`src/design/mode_irq_pkg.sv`:
```
// shared constants and types for the mode strap / external interrupt block
// assumes a single core clock and a synchronous active-low reset
package mode_irq_pkg;

    localparam int          NUM_LINES      = 4;      // mode_select_a..d share pins with interrupt lines
    localparam int          MODE_W         = 4;      // four pins pick one of sixteen modes
    localparam int          SYNC_STAGES    = 2;      // flops in every input synchroniser
    localparam logic [3:0]  MODE_RST       = 4'h0;   // not loaded anywhere; operating_mode_reg has no reset and takes the pins from the first clock
    localparam logic [3:0]  PEND_RST       = 4'h0;   // no pending edge requests after reset
    localparam logic [3:0]  REQ_RST        = 4'h0;   // no requests shown after reset
    localparam logic [3:0]  PIN_IDLE       = 4'hf;   // deasserted level of active-low pins
    localparam logic        RUN_RST        = 1'b0;   // core held in reset

    // per-line trigger setup, driven by the core's own control logic
    typedef struct packed {
        logic [3:0] enable;    // 1 = line may request
        logic [3:0] edgeSel;   // 1 = negative edge, 0 = low level
    } int_cfg_s;

endpackage

```
`src/design/mode_latch_ext_irq.sv`:
```
// mode strap capture and external interrupt request front end
// assumes the core drives trigger setup, acknowledges edge requests and flags its wait state
// Behaviour
// [RULE1] Each mode/interrupt pin is active low and passes a clocked synchroniser before use.
// [RULE2] While reset is held the four pins are sampled and their value is kept as the operating mode at release.
// [RULE3] After reset each pin is a maskable request, level or negative-edge triggered.
// [RULE4] A request on any enabled pin ends the core's wait state.
// [RULE5] For lock-step restart the source asserts its request synchronous to the clock during wait.
// [RULE6] Release of reset is synchronised to the clock and marks mode capture and start of requests.
// [RULE7] Each line has a level/edge select and an enable, and edge requests stay pending until serviced.
`timescale 1ns/10ps
module mode_latch_ext_irq
    import mode_irq_pkg::*;
#(
    parameter int LINES = NUM_LINES
) (
    // clock and reset
    input  wire logic               mclk,
    input  wire logic               reset_n,
    // shared mode / interrupt pins, active low, index 0 = line a
    input  wire logic [LINES-1:0]   modeIntPin_n,
    // core control
    input  wire int_cfg_s           intCfg,
    input  wire logic [LINES-1:0]   serviceAck,
    input  wire logic               coreInWait,
    // results
    output logic      [MODE_W-1:0]  operatingModeReg,
    output logic      [LINES-1:0]   intReq,
    output logic                    waitWake,
    output logic                    coreRun
);

    initial begin
        if (LINES != NUM_LINES) $error("mode capture needs exactly four lines");
    end

    logic [LINES-1:0]  pinSync;
    logic [LINES-1:0]  pinPrev_q;
    logic [LINES-1:0]  pinPrev_d;
    logic [1:0]        rstSync_q;
    logic [1:0]        rstSync_d;
    logic [MODE_W-1:0] mode_q;
    logic [MODE_W-1:0] mode_d;
    logic [LINES-1:0]  pend_q;
    logic [LINES-1:0]  pend_d;
    logic [LINES-1:0]  req_q;
    logic [LINES-1:0]  req_d;
    logic              wake_q;
    logic              wake_d;
    logic [LINES-1:0]  fallEdge;
    logic [LINES-1:0]  levelReq;

    ////////////////////////////////////////////////////////////////////////
    // [RULE1] pin synchroniser
    // the chain runs through reset so the straps reach the mode capture
    sync_chain #(
        .WIDTH  (LINES),
        .STAGES (SYNC_STAGES),
        .INIT   (PIN_IDLE)
    ) u_pinSync (
        .mclk    (mclk),
        .reset_n (reset_n),
        .asyncIn (modeIntPin_n),
        .syncOut (pinSync)
    );

    ////////////////////////////////////////////////////////////////////////
    // [RULE6] release synchroniser
    // two flops so the core leaves reset on a clean clock edge, giving lock-step start
    always_comb begin
        rstSync_d = {rstSync_q[0], 1'b1};
    end

    always_ff @(posedge mclk) begin
        if (!reset_n) begin
            rstSync_q <= {2{RUN_RST}};
        end else begin
            rstSync_q <= rstSync_d;
        end
    end

    assign coreRun = rstSync_q[1];

    ////////////////////////////////////////////////////////////////////////
    // [RULE2] mode capture
    // the register tracks the pins until the synchronised release, then freezes
    always_comb begin
        mode_d = coreRun ? mode_q : pinSync[MODE_W-1:0];
    end

    // no reset branch value from pins; pins are only taken by the clocked path
    always_ff @(posedge mclk) begin
        mode_q <= mode_d;
    end

    assign operatingModeReg = mode_q;

    ////////////////////////////////////////////////////////////////////////
    // [RULE3] edge detect and request generation
    // [RULE7] pending edges, set beats service
    always_comb begin
        pinPrev_d = pinSync;
        fallEdge  = pinPrev_q & ~pinSync & {LINES{coreRun}};
        pend_d    = (pend_q & ~serviceAck) | (fallEdge & intCfg.edgeSel & intCfg.enable);
        levelReq  = ~pinSync & {LINES{coreRun}};
        // trigger select is per line; a vector condition would switch every line at once
        req_d     = intCfg.enable & ((intCfg.edgeSel & pend_d) | (~intCfg.edgeSel & levelReq));
    end

    always_ff @(posedge mclk) begin
        if (!reset_n) begin
            pinPrev_q <= PIN_IDLE;
            pend_q    <= PEND_RST;
            req_q     <= REQ_RST;
        end else begin
            pinPrev_q <= pinPrev_d;
            pend_q    <= pend_d;
            req_q     <= req_d;
        end
    end

    assign intReq = req_q;

    ////////////////////////////////////////////////////////////////////////
    // [RULE4] wait exit
    // registered so a source that meets the clock sees all processors wake together
    always_comb begin
        wake_d = coreInWait & coreRun & (|req_d);
    end

    always_ff @(posedge mclk) begin
        if (!reset_n) begin
            wake_q <= 1'b0;
        end else begin
            wake_q <= wake_d;
        end
    end

    assign waitWake = wake_q;

    ////////////////////////////////////////////////////////////////////////
    // checks
    // all checks but chk_release_delay rest while reset is held

    chk_mode_frozen: assert property (@(posedge mclk) disable iff (!reset_n) // [RULE2]
        coreRun && $past(coreRun) |-> operatingModeReg == $past(operatingModeReg))
        else $error("mode changed after reset release");

    chk_mode_tracks: assert property (@(posedge mclk) disable iff (!reset_n) // [RULE2]
        !coreRun |=> operatingModeReg == $past(pinSync[MODE_W-1:0]))
        else $error("mode not sampled during reset");

    chk_release_delay: assert property (@(posedge mclk) // [RULE6]
        !reset_n ##1 reset_n |-> !coreRun ##1 !coreRun ##1 (coreRun || !reset_n))
        else $error("release not two cycles");

    chk_sync_delay: assert property (@(posedge mclk) disable iff (!reset_n) // [RULE1]
        $past(reset_n, 3) && $past(reset_n, 2) && $past(reset_n)
        |-> pinSync == $past(modeIntPin_n, 2))
        else $error("synchroniser latency wrong");

    chk_level_req: assert property (@(posedge mclk) disable iff (!reset_n) // [RULE3]
        coreRun && intCfg.enable[0] && !intCfg.edgeSel[0] && !pinSync[0] |=> intReq[0])
        else $error("level request missing");

    chk_masked_off: assert property (@(posedge mclk) disable iff (!reset_n) // [RULE3]
        !intCfg.enable[1] |=> !intReq[1])
        else $error("masked line requested");

    chk_edge_hold: assert property (@(posedge mclk) disable iff (!reset_n) // [RULE7]
        pend_q[2] && !serviceAck[2] |=> pend_q[2])
        else $error("pending edge lost");

    chk_edge_set: assert property (@(posedge mclk) disable iff (!reset_n) // [RULE7]
        fallEdge[3] && intCfg.edgeSel[3] && intCfg.enable[3] |=> pend_q[3] && intReq[3])
        else $error("edge not caught");

    chk_wait_wake: assert property (@(posedge mclk) disable iff (!reset_n) // [RULE4]
        coreRun && coreInWait && (|req_d) |=> waitWake)
        else $error("wait not exited");

    // release and run gate
    chk_quiet_reset: assert property (@(posedge mclk) disable iff (!reset_n) // [RULE6]
        !coreRun |-> intReq == REQ_RST && !waitWake)
        else $error("request before release");

    chk_run_stays: assert property (@(posedge mclk) disable iff (!reset_n) // [RULE6]
        coreRun |=> coreRun)
        else $error("run dropped without reset");

    // request generation
    chk_level_mixed: assert property (@(posedge mclk) disable iff (!reset_n) // [RULE3]
        coreRun && intCfg.enable[3] && !intCfg.edgeSel[3] && intCfg.edgeSel[2] && !pinSync[3] |=> intReq[3])
        else $error("level line lost beside edge line");

    chk_level_drop: assert property (@(posedge mclk) disable iff (!reset_n) // [RULE3]
        !intCfg.edgeSel[1] && pinSync[1] |=> !intReq[1])
        else $error("level request without low pin");

    chk_edge_only_fall: assert property (@(posedge mclk) disable iff (!reset_n) // [RULE3]
        intCfg.edgeSel[2] && !pend_q[2] && !fallEdge[2] |=> !intReq[2])
        else $error("edge request without fall");

    // pending edges against service and enable
    chk_ack_clear: assert property (@(posedge mclk) disable iff (!reset_n) // [RULE7]
        serviceAck[2] && !fallEdge[2] |=> !pend_q[2])
        else $error("service did not clear");

    chk_ack_loses: assert property (@(posedge mclk) disable iff (!reset_n) // [RULE7]
        fallEdge[2] && intCfg.edgeSel[2] && intCfg.enable[2] && serviceAck[2] |=> pend_q[2])
        else $error("service beat a new edge");

    chk_edge_masked: assert property (@(posedge mclk) disable iff (!reset_n) // [RULE7]
        fallEdge[0] && !intCfg.enable[0] && !pend_q[0] |=> !pend_q[0])
        else $error("disabled edge kept");

    // wait exit
    chk_wake_quiet: assert property (@(posedge mclk) disable iff (!reset_n) // [RULE4]
        !coreInWait |=> !waitWake)
        else $error("wake outside wait");

endmodule

```
`src/design/sync_chain.sv`:
```
// multi-bit input synchroniser onto mclk
// assumes each bit is independent; no bus coherency is offered
`timescale 1ns/10ps
module sync_chain
    import mode_irq_pkg::*;
#(
    parameter int         WIDTH  = NUM_LINES,
    parameter int         STAGES = SYNC_STAGES,
    parameter logic [3:0] INIT   = PIN_IDLE
) (
    // clock and reset
    input  wire logic               mclk,
    input  wire logic               reset_n,
    // data
    input  wire logic [WIDTH-1:0]   asyncIn,
    output logic      [WIDTH-1:0]   syncOut
);

    initial begin
        if (STAGES < 2) $error("sync_chain needs at least two stages");
        if (WIDTH > 4) $error("sync_chain init constant is four bits wide");
    end

    logic [STAGES-1:0][WIDTH-1:0] stage_q;
    logic [STAGES-1:0][WIDTH-1:0] stage_d;

    ////////////////////////////////////////////////////////////////////////
    // shift chain; stage 0 feeds only stage 1
    always_comb begin
        stage_d = {stage_q[STAGES-2:0], asyncIn};
    end

    // free-running through reset too, so the straps reach mode capture while reset is held;
    // the false-edge guard after release sits in the edge detector and its run gate instead
    always_ff @(posedge mclk) begin
        stage_q <= stage_d;
    end

    assign syncOut = stage_q[STAGES-1];

    // [RULE1] second flop only takes the first
    chk_chain_shift: assert property (@(posedge mclk) disable iff (!reset_n) // [RULE1]
        syncOut == $past(stage_q[STAGES-2]))
        else $error("synchroniser stage skipped");

endmodule

```
`config.mk`:
```
export PLATFORM = sky130hd
export DESIGN_NAME = mode_latch_ext_irq
export DESIGN_NICKNAME = d
export VERILOG_FILES = /design/src/design/mode_irq_pkg.sv /design/src/design/mode_latch_ext_irq.sv /design/src/design/sync_chain.sv
export SDC_FILE = /design/constraint.sdc
export NUM_CORES = 1
export LEC_CHECK = 0
export BUFFER_PORTS_ARGS = -buffer_cell sky130_fd_sc_hd__buf_4
export CORE_UTILIZATION = 39
export CTS_BUF_LIST = sky130_fd_sc_hd__clkbuf_4
export CTS_CLUSTER_DIAMETER = 80
export CTS_CLUSTER_SIZE = 10
export DETAILED_ROUTE_END_ITERATION = 8
export GPL_ROUTABILITY_DRIVEN = 0
export GPL_TIMING_DRIVEN = 0
export PLACE_DENSITY_LB_ADDON = 0.15
export SLEW_MARGIN = 20
export SYNTH_ARGS = -nofsm -noshare
export SYNTH_HDL_FRONTEND = slang
export SYNTH_HIERARCHICAL = 1
export SYNTH_SLANG_ARGS = --single-unit
export TNS_END_PERCENT = 100
```
`constraint.sdc`:
```
create_clock -name mclk -period 1.3 [get_ports mclk]
set_input_delay 0.065 -clock mclk [delete_from_list [all_inputs] [get_ports mclk]]
set_output_delay 0.065 -clock mclk [all_outputs]
set_load 0.005 [all_outputs]
```
Word-level counts from Yosys, hierarchy flattened
Cells that the tools add are included.
W data, S select, Z words.
{ "word_totals": {"regBits": 27, "elab_cells": 27, "output_inout_bits": 10} }
{ "op_classes": {"n_bitwise": 16, "n_reduce_logical": 1, "mux": 1} }
{ "op_table": {"columns": ["operator", "count"], "rows": [
  ["$and A4 B4 Y4", 9],
  ["$not A4 Y4", 3],
  ["$or A4 B4 Y4", 2],
  ["$reduce_or A4 Y1", 1],
  ["$and A1 B1 Y1", 2],
  ["$mux W1", 1]
]} }

Logic depth before layout (Yosys ltp)
Gate-level depths: netlist (run 1).
{ "depth": {"depth_word": 11, "mapped_depth": 4} }

Modules after synthesis
Netlist (run 1), hierarchy kept.
{ "by_module_without_submodules": {"columns": ["mod", "cells_per_inst", "seq_area_each_um2", "instances", "area_per_inst_um2"], "rows": [
  ["mode_latch_ext_irq", 63, 420.4, 1, 685.7],
  ["sync_chain", 8, 160.2, 1, 160.2]
]} }

Worst setup path after synthesis (run 1)
Ideal clock, no wire load.
{ "synth_timing": {"path_kind": "reg-to-reg", "startpoint": "reg rstSync_q[1]", "endpoint": "reg wake_q, in the netlist waitWake", "stages_incl_launch_ff": 5, "required_time_ps": 1176, "slack_ps": 296, "arrival_ps": 881, "period_less_slack_ps": 1004, "setup_ps": 124, "cell_sequence": "dfxtp_1 -> and2b_1 -> o2bb2ai_2 -> a22oi_1 -> a31oi_1"} }
{ "synth_between": {"elab_chain_cells": 9, "word_cells_on_any_way": 12, "classes_between": "bitwise: 11; reduce/logical: 1"} }
{ "synth_rtl": {"columns": ["element", "line_no", "source"], "rows": [
  ["start, declared", "mode_latch_ext_irq.sv:40", "logic [1:0] rstSync_q;"],
  ["start signal, assigned", "mode_latch_ext_irq.sv:76", "rstSync_q <= {2{RUN_RST}};"],
  ["start signal, assigned", "mode_latch_ext_irq.sv:78", "rstSync_q <= rstSync_d;"],
  ["$and A4 B4 Y4", "mode_latch_ext_irq.sv:103", "fallEdge = pinPrev_q & ~pinSync & {LINES{coreRun}};"],
  ["$and A4 B4 Y4 (2 in series)", "mode_latch_ext_irq.sv:104", "pend_d = (pend_q & ~serviceAck) | (fallEdge & intCfg.edgeSel & intCfg.enable);"],
  ["$or A4 B4 Y4", "mode_latch_ext_irq.sv:104", null],
  ["$and A4 B4 Y4", "mode_latch_ext_irq.sv:107", "req_d = intCfg.enable & ((intCfg.edgeSel & pend_d) | (~intCfg.edgeSel & levelReq));"],
  ["$or A4 B4 Y4", "mode_latch_ext_irq.sv:107", null],
  ["$and A4 B4 Y4", "mode_latch_ext_irq.sv:107", null],
  ["$reduce_or A4 Y1", "mode_latch_ext_irq.sv:128", "wake_d = coreInWait & coreRun & (|req_d);"],
  ["$and A1 B1 Y1 *", "mode_latch_ext_irq.sv:128", null],
  ["end signal, assigned", "mode_latch_ext_irq.sv:135", "wake_q <= wake_d;"],
  ["end, declared", "mode_latch_ext_irq.sv:48", "logic wake_q;"]
]} }
Mark *: on every way between the ends. The rest lies on a longest branch, timed or not.
A chain may end at the register's enable or synchronous reset.

Worst setup path in the final report (run 1)
Same ends and word-level chain as after synthesis.

==> impl_metrics.ini, run 1 <==
[run_status]
status = completed

[sta]
hold_viol = 0
max-slew-margin-rel_pct = 85.8
setup_viol = 0
drv_slew = 0
setup_tns_ns = 0
fin_crit_ns = 1.11
fin_crit_sh_pct = 85.1
fin_ws_ns = 0.194
clock_skew_ns = 0.00245
fmax_mhz = 904
worstMarginPinSlew_ns = 0.212
rsz0062_at_grt = false

[power]
powerDensity_nw_per_um2 = 1150
leakage_nw = 0.530
ir_drop_mv = 0.938

[clocking]
clkSinkCount = 27
cts_buffers = 3
htree_levels = 1
cts_buffer_depth = 2
cts_tree = yes
clockRootBuffer = clkbuf_4
postCtsSetupRepairBufs = 0
holdBufCountCts = 9
clkTransAtPathRegs_ns = 0.13
clk_latency_ns = 0.30
cts-resized-gates = 0

[routing]
wire_per_inst_microns = 9.84
via_per_inst = 4.45
drc = 0
wl_microns = 1370
ant_nets = 0
drt_iter0_drc = 12
num_vias = 618
firstDrtPassIters = 4

[logic_synthesis]
syn_avg_cell_area_sq_um = 11.9
synthMuxAreaShare_pct = 0
syn_nets = 90
synth_top_family_by_area = simple AND/OR/NAND/NOR gates
ys_ff_latch = 27
synth_simple_gate_area_share_pct = 19.8
synthXorXnorAreaFrac_pct = 0
yosysWarnings = 6
seq_area_frac_synth_pct = 68.6
synth.distinct_cells = 17
synth_area_sq_um = 846
syn_inst = 71
synth_compound_area_share_pct = 8.88
synthAdderAreaFrac_pct = 0

[run]
drv_cap = 0

[global_routing]
grt_pass1_vias = 572
grt_max_degree = 15
grt_overflow = 0
grt_first_pass_wirelength_microns = 2280
antenna_found_initial = 0
track_usage_pct = 12.7

[worst_setup_path]
path_class = reg2reg
cp-end-kind = flip-flop
crit_fanout = 7
critPathArrivalTime_ns = 1.31
critPathSlowestCell = dfxtp_1
critPathTopFamily = compound AO/OA/AOI/OAI gates
crit_required_ns = 1.50
ff2ff_path_depth = 4
cp.depth = 4
crit_chain = and2b_1 > o2bb2ai_2 > a22oi_1 > a31oi_1
cpPeakStageDelay_ns = 0.39
crit_buf_inv = 0
cp-start-kind = flip-flop

[floorplanning]
die-area_sq_um = 2360
pin_count = 29
core_area_sq_um = 2000
dieHeight_microns = 48.6
initial_core_util_pct = 42.2
rows = 16
die_w_microns = 48.6

[cells_and_area]
synthToLayoutAreaGrowth_pct = 43.0
n_antenna_cell = 0
drive_above_1_share_pct = 29.5
final_nets = 132

[placed_design]
io_buffers = 28
pre_cts_slack_ns = 0.194

[hold_path]
whs_path_depth = 3
hold_class = in2reg
-- tightest hold or removal path, cell delays in order --
cell     delay (ns)
buf_4          0.08
nand2_1        0.07
nor2_1         0.08
-- kinds of logic (layout without fill, tap and decap cells) --
| kind of cell | Yosys count | count (layout) |
|---|---|---|
| compound gates | 10 | 10 |
| simple gates | 28 | 28 |
| flops | 27 | 27 |
| buf+inv | 6 | 47 |
-- registers in the layout, summed over array words and instances (netlist names) --
register           count
intReq                 4
operatingModeReg       4
pend_q                 4
pinPrev_q              4
u_pinSync/stage_d      4
u_pinSync/syncOut      4
rstSync_q              2
waitWake               1
-- placed cells by master, fill, tap and decap left out, types with 2 or more instances in the layout --
cell / Yosys / routed
inv_1: 6 / 6
nand2_1: 2 / 2
nand2b_1: 12 / 12
buf_4: 0 / 28
and3_1: 2 / 2
and2b_1: 3 / 3
dlygate4sd3_1: 0 / 9
dfxtp_1: 23 / 23
nand4_1: 4 / 4
o2bb2ai_1: 3 / 3
clkbuf_4: 0 / 4
nor2_1: 2 / 2
a21oi_1: 4 / 4
edfxtp_1: 4 / 4
-- synth_stat cells --
cell type	instances	area (sq um)
nor2b_1	1	6.26
nand2_1	2	7.51
nand3_1	1	5.00
and2b_1	3	22.5
nand4_1	4	25.0
dfxtp_1	23	460
a22oi_1	1	7.51
inv_1	6	22.5
nor2_1	2	7.51
and2_1	1	6.26
o2bb2ai_2	1	15.0
edfxtp_1	4	120
a31oi_1	1	6.26
nand2b_1	12	75.1
and3_1	2	12.5
a21oi_1	4	20.0
o2bb2ai_1	3	26.3
-- routing by layer --
layer	up-vias	part of all wire [%]	routed length [microns]	GRT usage, %
met5	-	0	0	0
met4	0	1.7	23	7.35
met3	2	5.5	75	3.14
met2	19	48	651	22.3
met1	277	45	617	13.7
li1	320	-	-	-
-- power breakdown --
part           internal (W)  total (W)  switching, W
Sequential         0.000886   0.000901     0.0000147
Combinational     0.0000898   0.000134     0.0000446
Clock              0.000140   0.000353      0.000213
-- area by class of cell --
cell class	instances	area, sq um
inverter	6	22.5
clock buffer	4	30.0
multi-input combinational	38	243
sequential	27	581
timing repair buffer	37	300
tap	27	33.8
fill	184	792
-- worst paths after layout --
check                          startpoint                            to  slack [ns]
max               rstSync_q[1]$_SDFF_PN0_           waitWake$_SDFF_PN0_        0.19
min                             intCfg[7]          intReq[3]$_SDFF_PN0_        0.02
max reg2reg       rstSync_q[1]$_SDFF_PN0_           waitWake$_SDFF_PN0_        0.19
min reg2reg  u_pinSync/stage_d[6]$_DFF_P_  u_pinSync/syncOut[2]$_DFF_P_        0.34
-- per-stage QoR --
step	hold WS [ns]	total power [W]	cells	utilization (%)	area, sq um
2_1_floorplan	0.0927	0.000953	71	-	846
3_3_place_gp	0.169	0.00103	126	54.4	1090
3_5_place_dp	0.170	0.00103	126	54.4	1090
4_1_cts	0.00817	0.00141	139	60.4	1210
5_1_grt	0.0101	0.00146	139	60.4	1210
6_report	0.0168	0.00139	139	60.4	1210
(Power assumes the default switching activity.)
==> inputs of run 2 (changes only) <==
--- a/config.mk
+++ b/config.mk
@@ -14,4 +14,5 @@
 export GPL_ROUTABILITY_DRIVEN = 0
 export GPL_TIMING_DRIVEN = 0
+export MAX_ROUTING_LAYER = met4
 export PLACE_DENSITY_LB_ADDON = 0.15
 export SLEW_MARGIN = 20
==> constraint.sdc (replaced) <==
create_clock -name mclk -period 1.3 [get_ports mclk]
set_input_delay 0.065 -clock mclk [delete_from_list [all_inputs] [get_ports mclk]]
set_output_delay 0.065 -clock mclk [all_outputs]
set_load 0.01 [all_outputs]
==> run 2 against run 1 <==
Net effect: via count is the same; register-to-register slack is essentially flat; combinational power grew 5%; worst hold slack is essentially flat; fmax is essentially flat; critical path depth is the same; clock-buffer cell count is the same; total power grew 0.46%; cell count is the same; sequential power is essentially flat; final area is the same; largest cell class unchanged; clock power is essentially flat.
==> impl_metrics.ini, run 2 (same netlist as run 1, synthesis figures left out) <==
[cells_and_area]
final_cell_mix = buf_4, dfxtp_1, nand2b_1
fill_cells = 184
final_nets = 132
n_antenna_cell = 0
final_common_cell = buf_4
synthToLayoutAreaGrowth_pct = 43.0
multi_input_area_sq_um = 243
fin_util_pct = 60.4
drive_above_1_share_pct = 29.5
final_area_sq_um = 1210
regArea_sq_um = 581

[global_routing]
grt_pass1_vias = 572
grt_overflow = 0
grt_first_pass_wirelength_microns = 2270
antenna_found_initial = 0
track_usage_pct = 13.0
grt_max_degree = 15

[run_status]
status = completed

[routing]
via_per_inst = 4.45
ant_nets = 0
num_vias = 618
wl_microns = 1370
drc = 0
firstDrtPassIters = 4
drt_iter0_drc = 12
wire_per_inst_microns = 9.84

[sta]
setup_tns_ns = 0
setup_viol = 0
fmax_mhz = 904
hold_viol = 0
fin_crit_sh_pct = 85.1
max-slew-margin-rel_pct = 85.8
drv_slew = 0
hold_ws_ns = 0.0168
worstMarginPinSlew_ns = 0.212
rsz0062_at_grt = false
clock_skew_ns = 0.00241
fin_ws_ns = 0.194
fin_crit_ns = 1.11

[clocking]
cts_buffers = 3
cts-resized-gates = 0
postCtsSetupRepairBufs = 0
htree_levels = 1
cts_buffer_depth = 2
holdBufCountCts = 9
cts_tree = yes
clk_latency_ns = 0.30
clkTransAtPathRegs_ns = 0.13
clockRootBuffer = clkbuf_4
clkSinkCount = 27

[placed_design]
io_buffers = 28
pre_cts_slack_ns = 0.194
place_area_sq_um = 1090

[floorplanning]
die_w_microns = 48.6
dieHeight_microns = 48.6
pin_count = 29
rows = 16
die-area_sq_um = 2360
initial_core_util_pct = 42.2
core_area_sq_um = 2000

[worst_setup_path]
cpPeakStageDelay_ns = 0.39
crit_required_ns = 1.50
cp-end-kind = flip-flop
path_class = reg2reg
crit_fanout = 7
critPathArrivalTime_ns = 1.31
r2r_slack_ns = 0.19
critPathSlowestCell = dfxtp_1
cp-start-kind = flip-flop
crit_chain = and2b_1 > o2bb2ai_2 > a22oi_1 > a31oi_1

[hold_path]
hold_class = in2reg

[power]
ir_drop_mv = 0.939
powerDensity_nw_per_um2 = 1150
leakage_nw = 0.530

[run]
drv_cap = 0
-- run 2: worst max-delay path, delay by kind of cell (launching register included) --
family	cells	cell delay (ns)
AOI/OAI and AO/OA	3	0.42
DFF	1	0.39
and+or+nand+nor	1	0.20
-- run 2: path summary, 6_finish.rpt --
kind	cells after the start	from	to
max reg2reg	4	rstSync_q[1]$_SDFF_PN0_	waitWake$_SDFF_PN0_
min	3	intCfg[7]	intReq[3]$_SDFF_PN0_
max	4	rstSync_q[1]$_SDFF_PN0_	waitWake$_SDFF_PN0_
min reg2reg	0	u_pinSync/stage_d[6]$_DFF_P_	u_pinSync/syncOut[2]$_DFF_P_
-- run 2: per-layer routing --
layer  vias up  wire (microns)  track usage (%)
met3         2              75             3.14
met2        19             651             22.3
met1       277             617             13.7
met5         -               0                -
met4         0              23             7.35
li1        320               -                -
-- run 2: per-stage QoR --
stage,instances,total power [W]
2_1_floorplan,71,0.000959
3_3_place_gp,126,0.00104
3_5_place_dp,126,0.00104
4_1_cts,139,0.00142
5_1_grt,139,0.00147
6_report,139,0.00139
-- run 2: where the power goes --
group	internal (W)	switching [W]	leakage [nW]
clock	0.000140	0.000213	0.0184
combinational	0.0000903	0.0000505	0.281
sequential	0.000886	0.0000147	0.231
-- run 2: layout make-up --
type | instances | area share (%)
Sequential cell | 27 | 48.0
Timing Repair Buffer | 37 | 24.8
Multi-Input combinational cell | 38 | 20.1
Tap cell | 27 | 2.79
Clock buffer | 4 | 2.48
Inverter | 6 | 1.86
==> inputs of run 3 (changes only) <==
Settings changed: CORE_MARGIN set to 1.5.
==> run 3 against run 2 <==
Net effect: sequential power about the same; register-to-register slack about the same; die area rose by 4.2%; final area up 1.7%; cell count is 1.4% higher; worst hold slack better by 0.0023 ns; core utilization up 1.0 points; total power grew 1.5%; clock skew grew 0.0016 ns; sequential share of layout area is 0.78 points lower; largest cell class unchanged; largest power group unchanged.
==> impl_metrics.ini, run 3 (same netlist as run 1, synthesis figures left out) <==
[run_status]
status = completed

[routing]
drc = 0
drt_iter0_drc = 4
wl_microns = 1400
ant_nets = 0
via_per_inst = 4.45
num_vias = 627
wire_per_inst_microns = 9.96
firstDrtPassIters = 4

[power]
ir_drop_mv = 0.928
powerDensity_nw_per_um2 = 1150
total_power_w = 0.00142
leakage_nw = 0.539

[clocking]
holdBufCountCts = 10
postCtsSetupRepairBufs = 0
cts_buffers = 3
cts-resized-gates = 0
cts_tree = yes
cts_buffer_depth = 2
clk_latency_ns = 0.32
clkSinkCount = 27
htree_levels = 1
clkTransAtPathRegs_ns = 0.13
clockRootBuffer = clkbuf_4

[cells_and_area]
synthToLayoutAreaGrowth_pct = 45.4
drive_above_1_share_pct = 28.9
final_nets = 134
n_antenna_cell = 0
final_cell_mix = buf_4, dfxtp_1, nand2b_1
final_common_cell = buf_4
layout.cells.non_filler = 141
fill_cells = 182

[sta]
setup_viol = 0
fmax_mhz = 905
fin_crit_ns = 1.10
drv_slew = 0
rsz0062_at_grt = false
setup_tns_ns = 0
max-slew-margin-rel_pct = 85.7
fin_crit_sh_pct = 85.0
clock_skew_ns = 0.00403
hold_viol = 0
worstMarginPinSlew_ns = 0.214

[hold_path]
hold_class = in2reg
hold_end = pend_q[3]$_SDFF_PN0_
worstHoldStart = serviceAck[3]
whs_path_depth = 3

[floorplanning]
core_area_sq_um = 2000
dieHeight_microns = 49.6
rows = 16
die_w_microns = 49.6
initial_core_util_pct = 42.2
pin_count = 29
die-area_sq_um = 2460

[worst_setup_path]
crit_fanout = 7
r2r-end = waitWake$_SDFF_PN0_
cp-start-kind = flip-flop
crit_buf_inv = 0
critPathArrivalTime_ns = 1.33
crit_chain = and2b_1 > o2bb2ai_2 > a22oi_1 > a31oi_1
critPathSlowestCell = dfxtp_1
crit_required_ns = 1.52
ff2ff_path_depth = 4
critPathTopFamily = compound AO/OA/AOI/OAI gates
cpPeakStageDelay_ns = 0.39
path_class = reg2reg
cp-end-kind = flip-flop
crit-reg2reg-launch = rstSync_q[1]$_SDFF_PN0_
r2r_slack_ns = 0.20

[global_routing]
grt_overflow = 0
grt_max_degree = 15
track_usage_pct = 13.3
grt_pass1_vias = 615
antenna_found_initial = 0
grt_first_pass_wirelength_microns = 2420

[placed_design]
dp_cells = 126
io_buffers = 28

[run]
drv_cap = 0
==> run 3: cell count changes in the layout (fill, tap and decap cells not counted) <==
| cell | previous run | this run |
|---|---|---|
| dlygate4sd3_1 | 9 | 11 |
==> run 3: report_power, final <==
group          internal [W]  switching [W]  total [W]
Combinational     0.0000942      0.0000508   0.000145
Sequential         0.000886      0.0000144   0.000901
Clock              0.000141       0.000229   0.000370
Total               0.00112       0.000294    0.00142
==> run 3: worst reg2reg max path, stage by stage (launching register included) <==
cell and delay (ns):
dfxtp_1 0.39, and2b_1 0.20, o2bb2ai_2 0.12, a22oi_1 0.19, a31oi_1 0.10
==> run 3: layer usage <==
metal	share of wire (%)	vias up	global-route usage, %
met2	47	21	22.0
met1	46	277	14.5
met4	2.2	0	8.33
met5	0	-	-
li1	-	325	-
met3	4.1	4	2.73
==> run 3: worst max path at each step <==
stage                             from                  end  slack, ns  depth (start not counted)
2_1_floorplan  rstSync_q[1]$_SDFF_PN0_  waitWake$_SDFF_PN0_       0.27                          4
3_3_place_gp   rstSync_q[1]$_SDFF_PN0_  waitWake$_SDFF_PN0_       0.20                          4
3_5_place_dp   rstSync_q[1]$_SDFF_PN0_  waitWake$_SDFF_PN0_       0.18                          4
4_1_cts        rstSync_q[1]$_SDFF_PN0_  waitWake$_SDFF_PN0_       0.17                          4
5_1_grt        rstSync_q[1]$_SDFF_PN0_  waitWake$_SDFF_PN0_       0.07                          4
6_report       rstSync_q[1]$_SDFF_PN0_  waitWake$_SDFF_PN0_       0.20                          4
==> run 3: layout make-up <==
| type | count | area [sq um] | share of cell area (%) |
|---|---|---|---|
| Sequential cell | 27 | 581 | 47.2 |
| Multi-Input combinational cell | 38 | 243 | 19.7 |
| Timing Repair Buffer | 39 | 320 | 26.0 |
| Clock buffer | 4 | 30.0 | 2.44 |
| Inverter | 6 | 22.5 | 1.83 |
| Tap cell | 27 | 33.8 | 2.75 |
==> run 3: per-stage QoR <==
step	hold WS, ns	cell area, sq um	util [%]	setup WS [ns]
6_report	0.0191	1230	61.4	0.195
3_3_place_gp	0.170	1090	54.4	0.198
2_1_floorplan	0.0927	846	-	0.269
3_5_place_dp	0.170	1090	54.4	0.185
4_1_cts	0.00363	1220	60.9	0.175
5_1_grt	0.0182	1230	61.4	0.0671
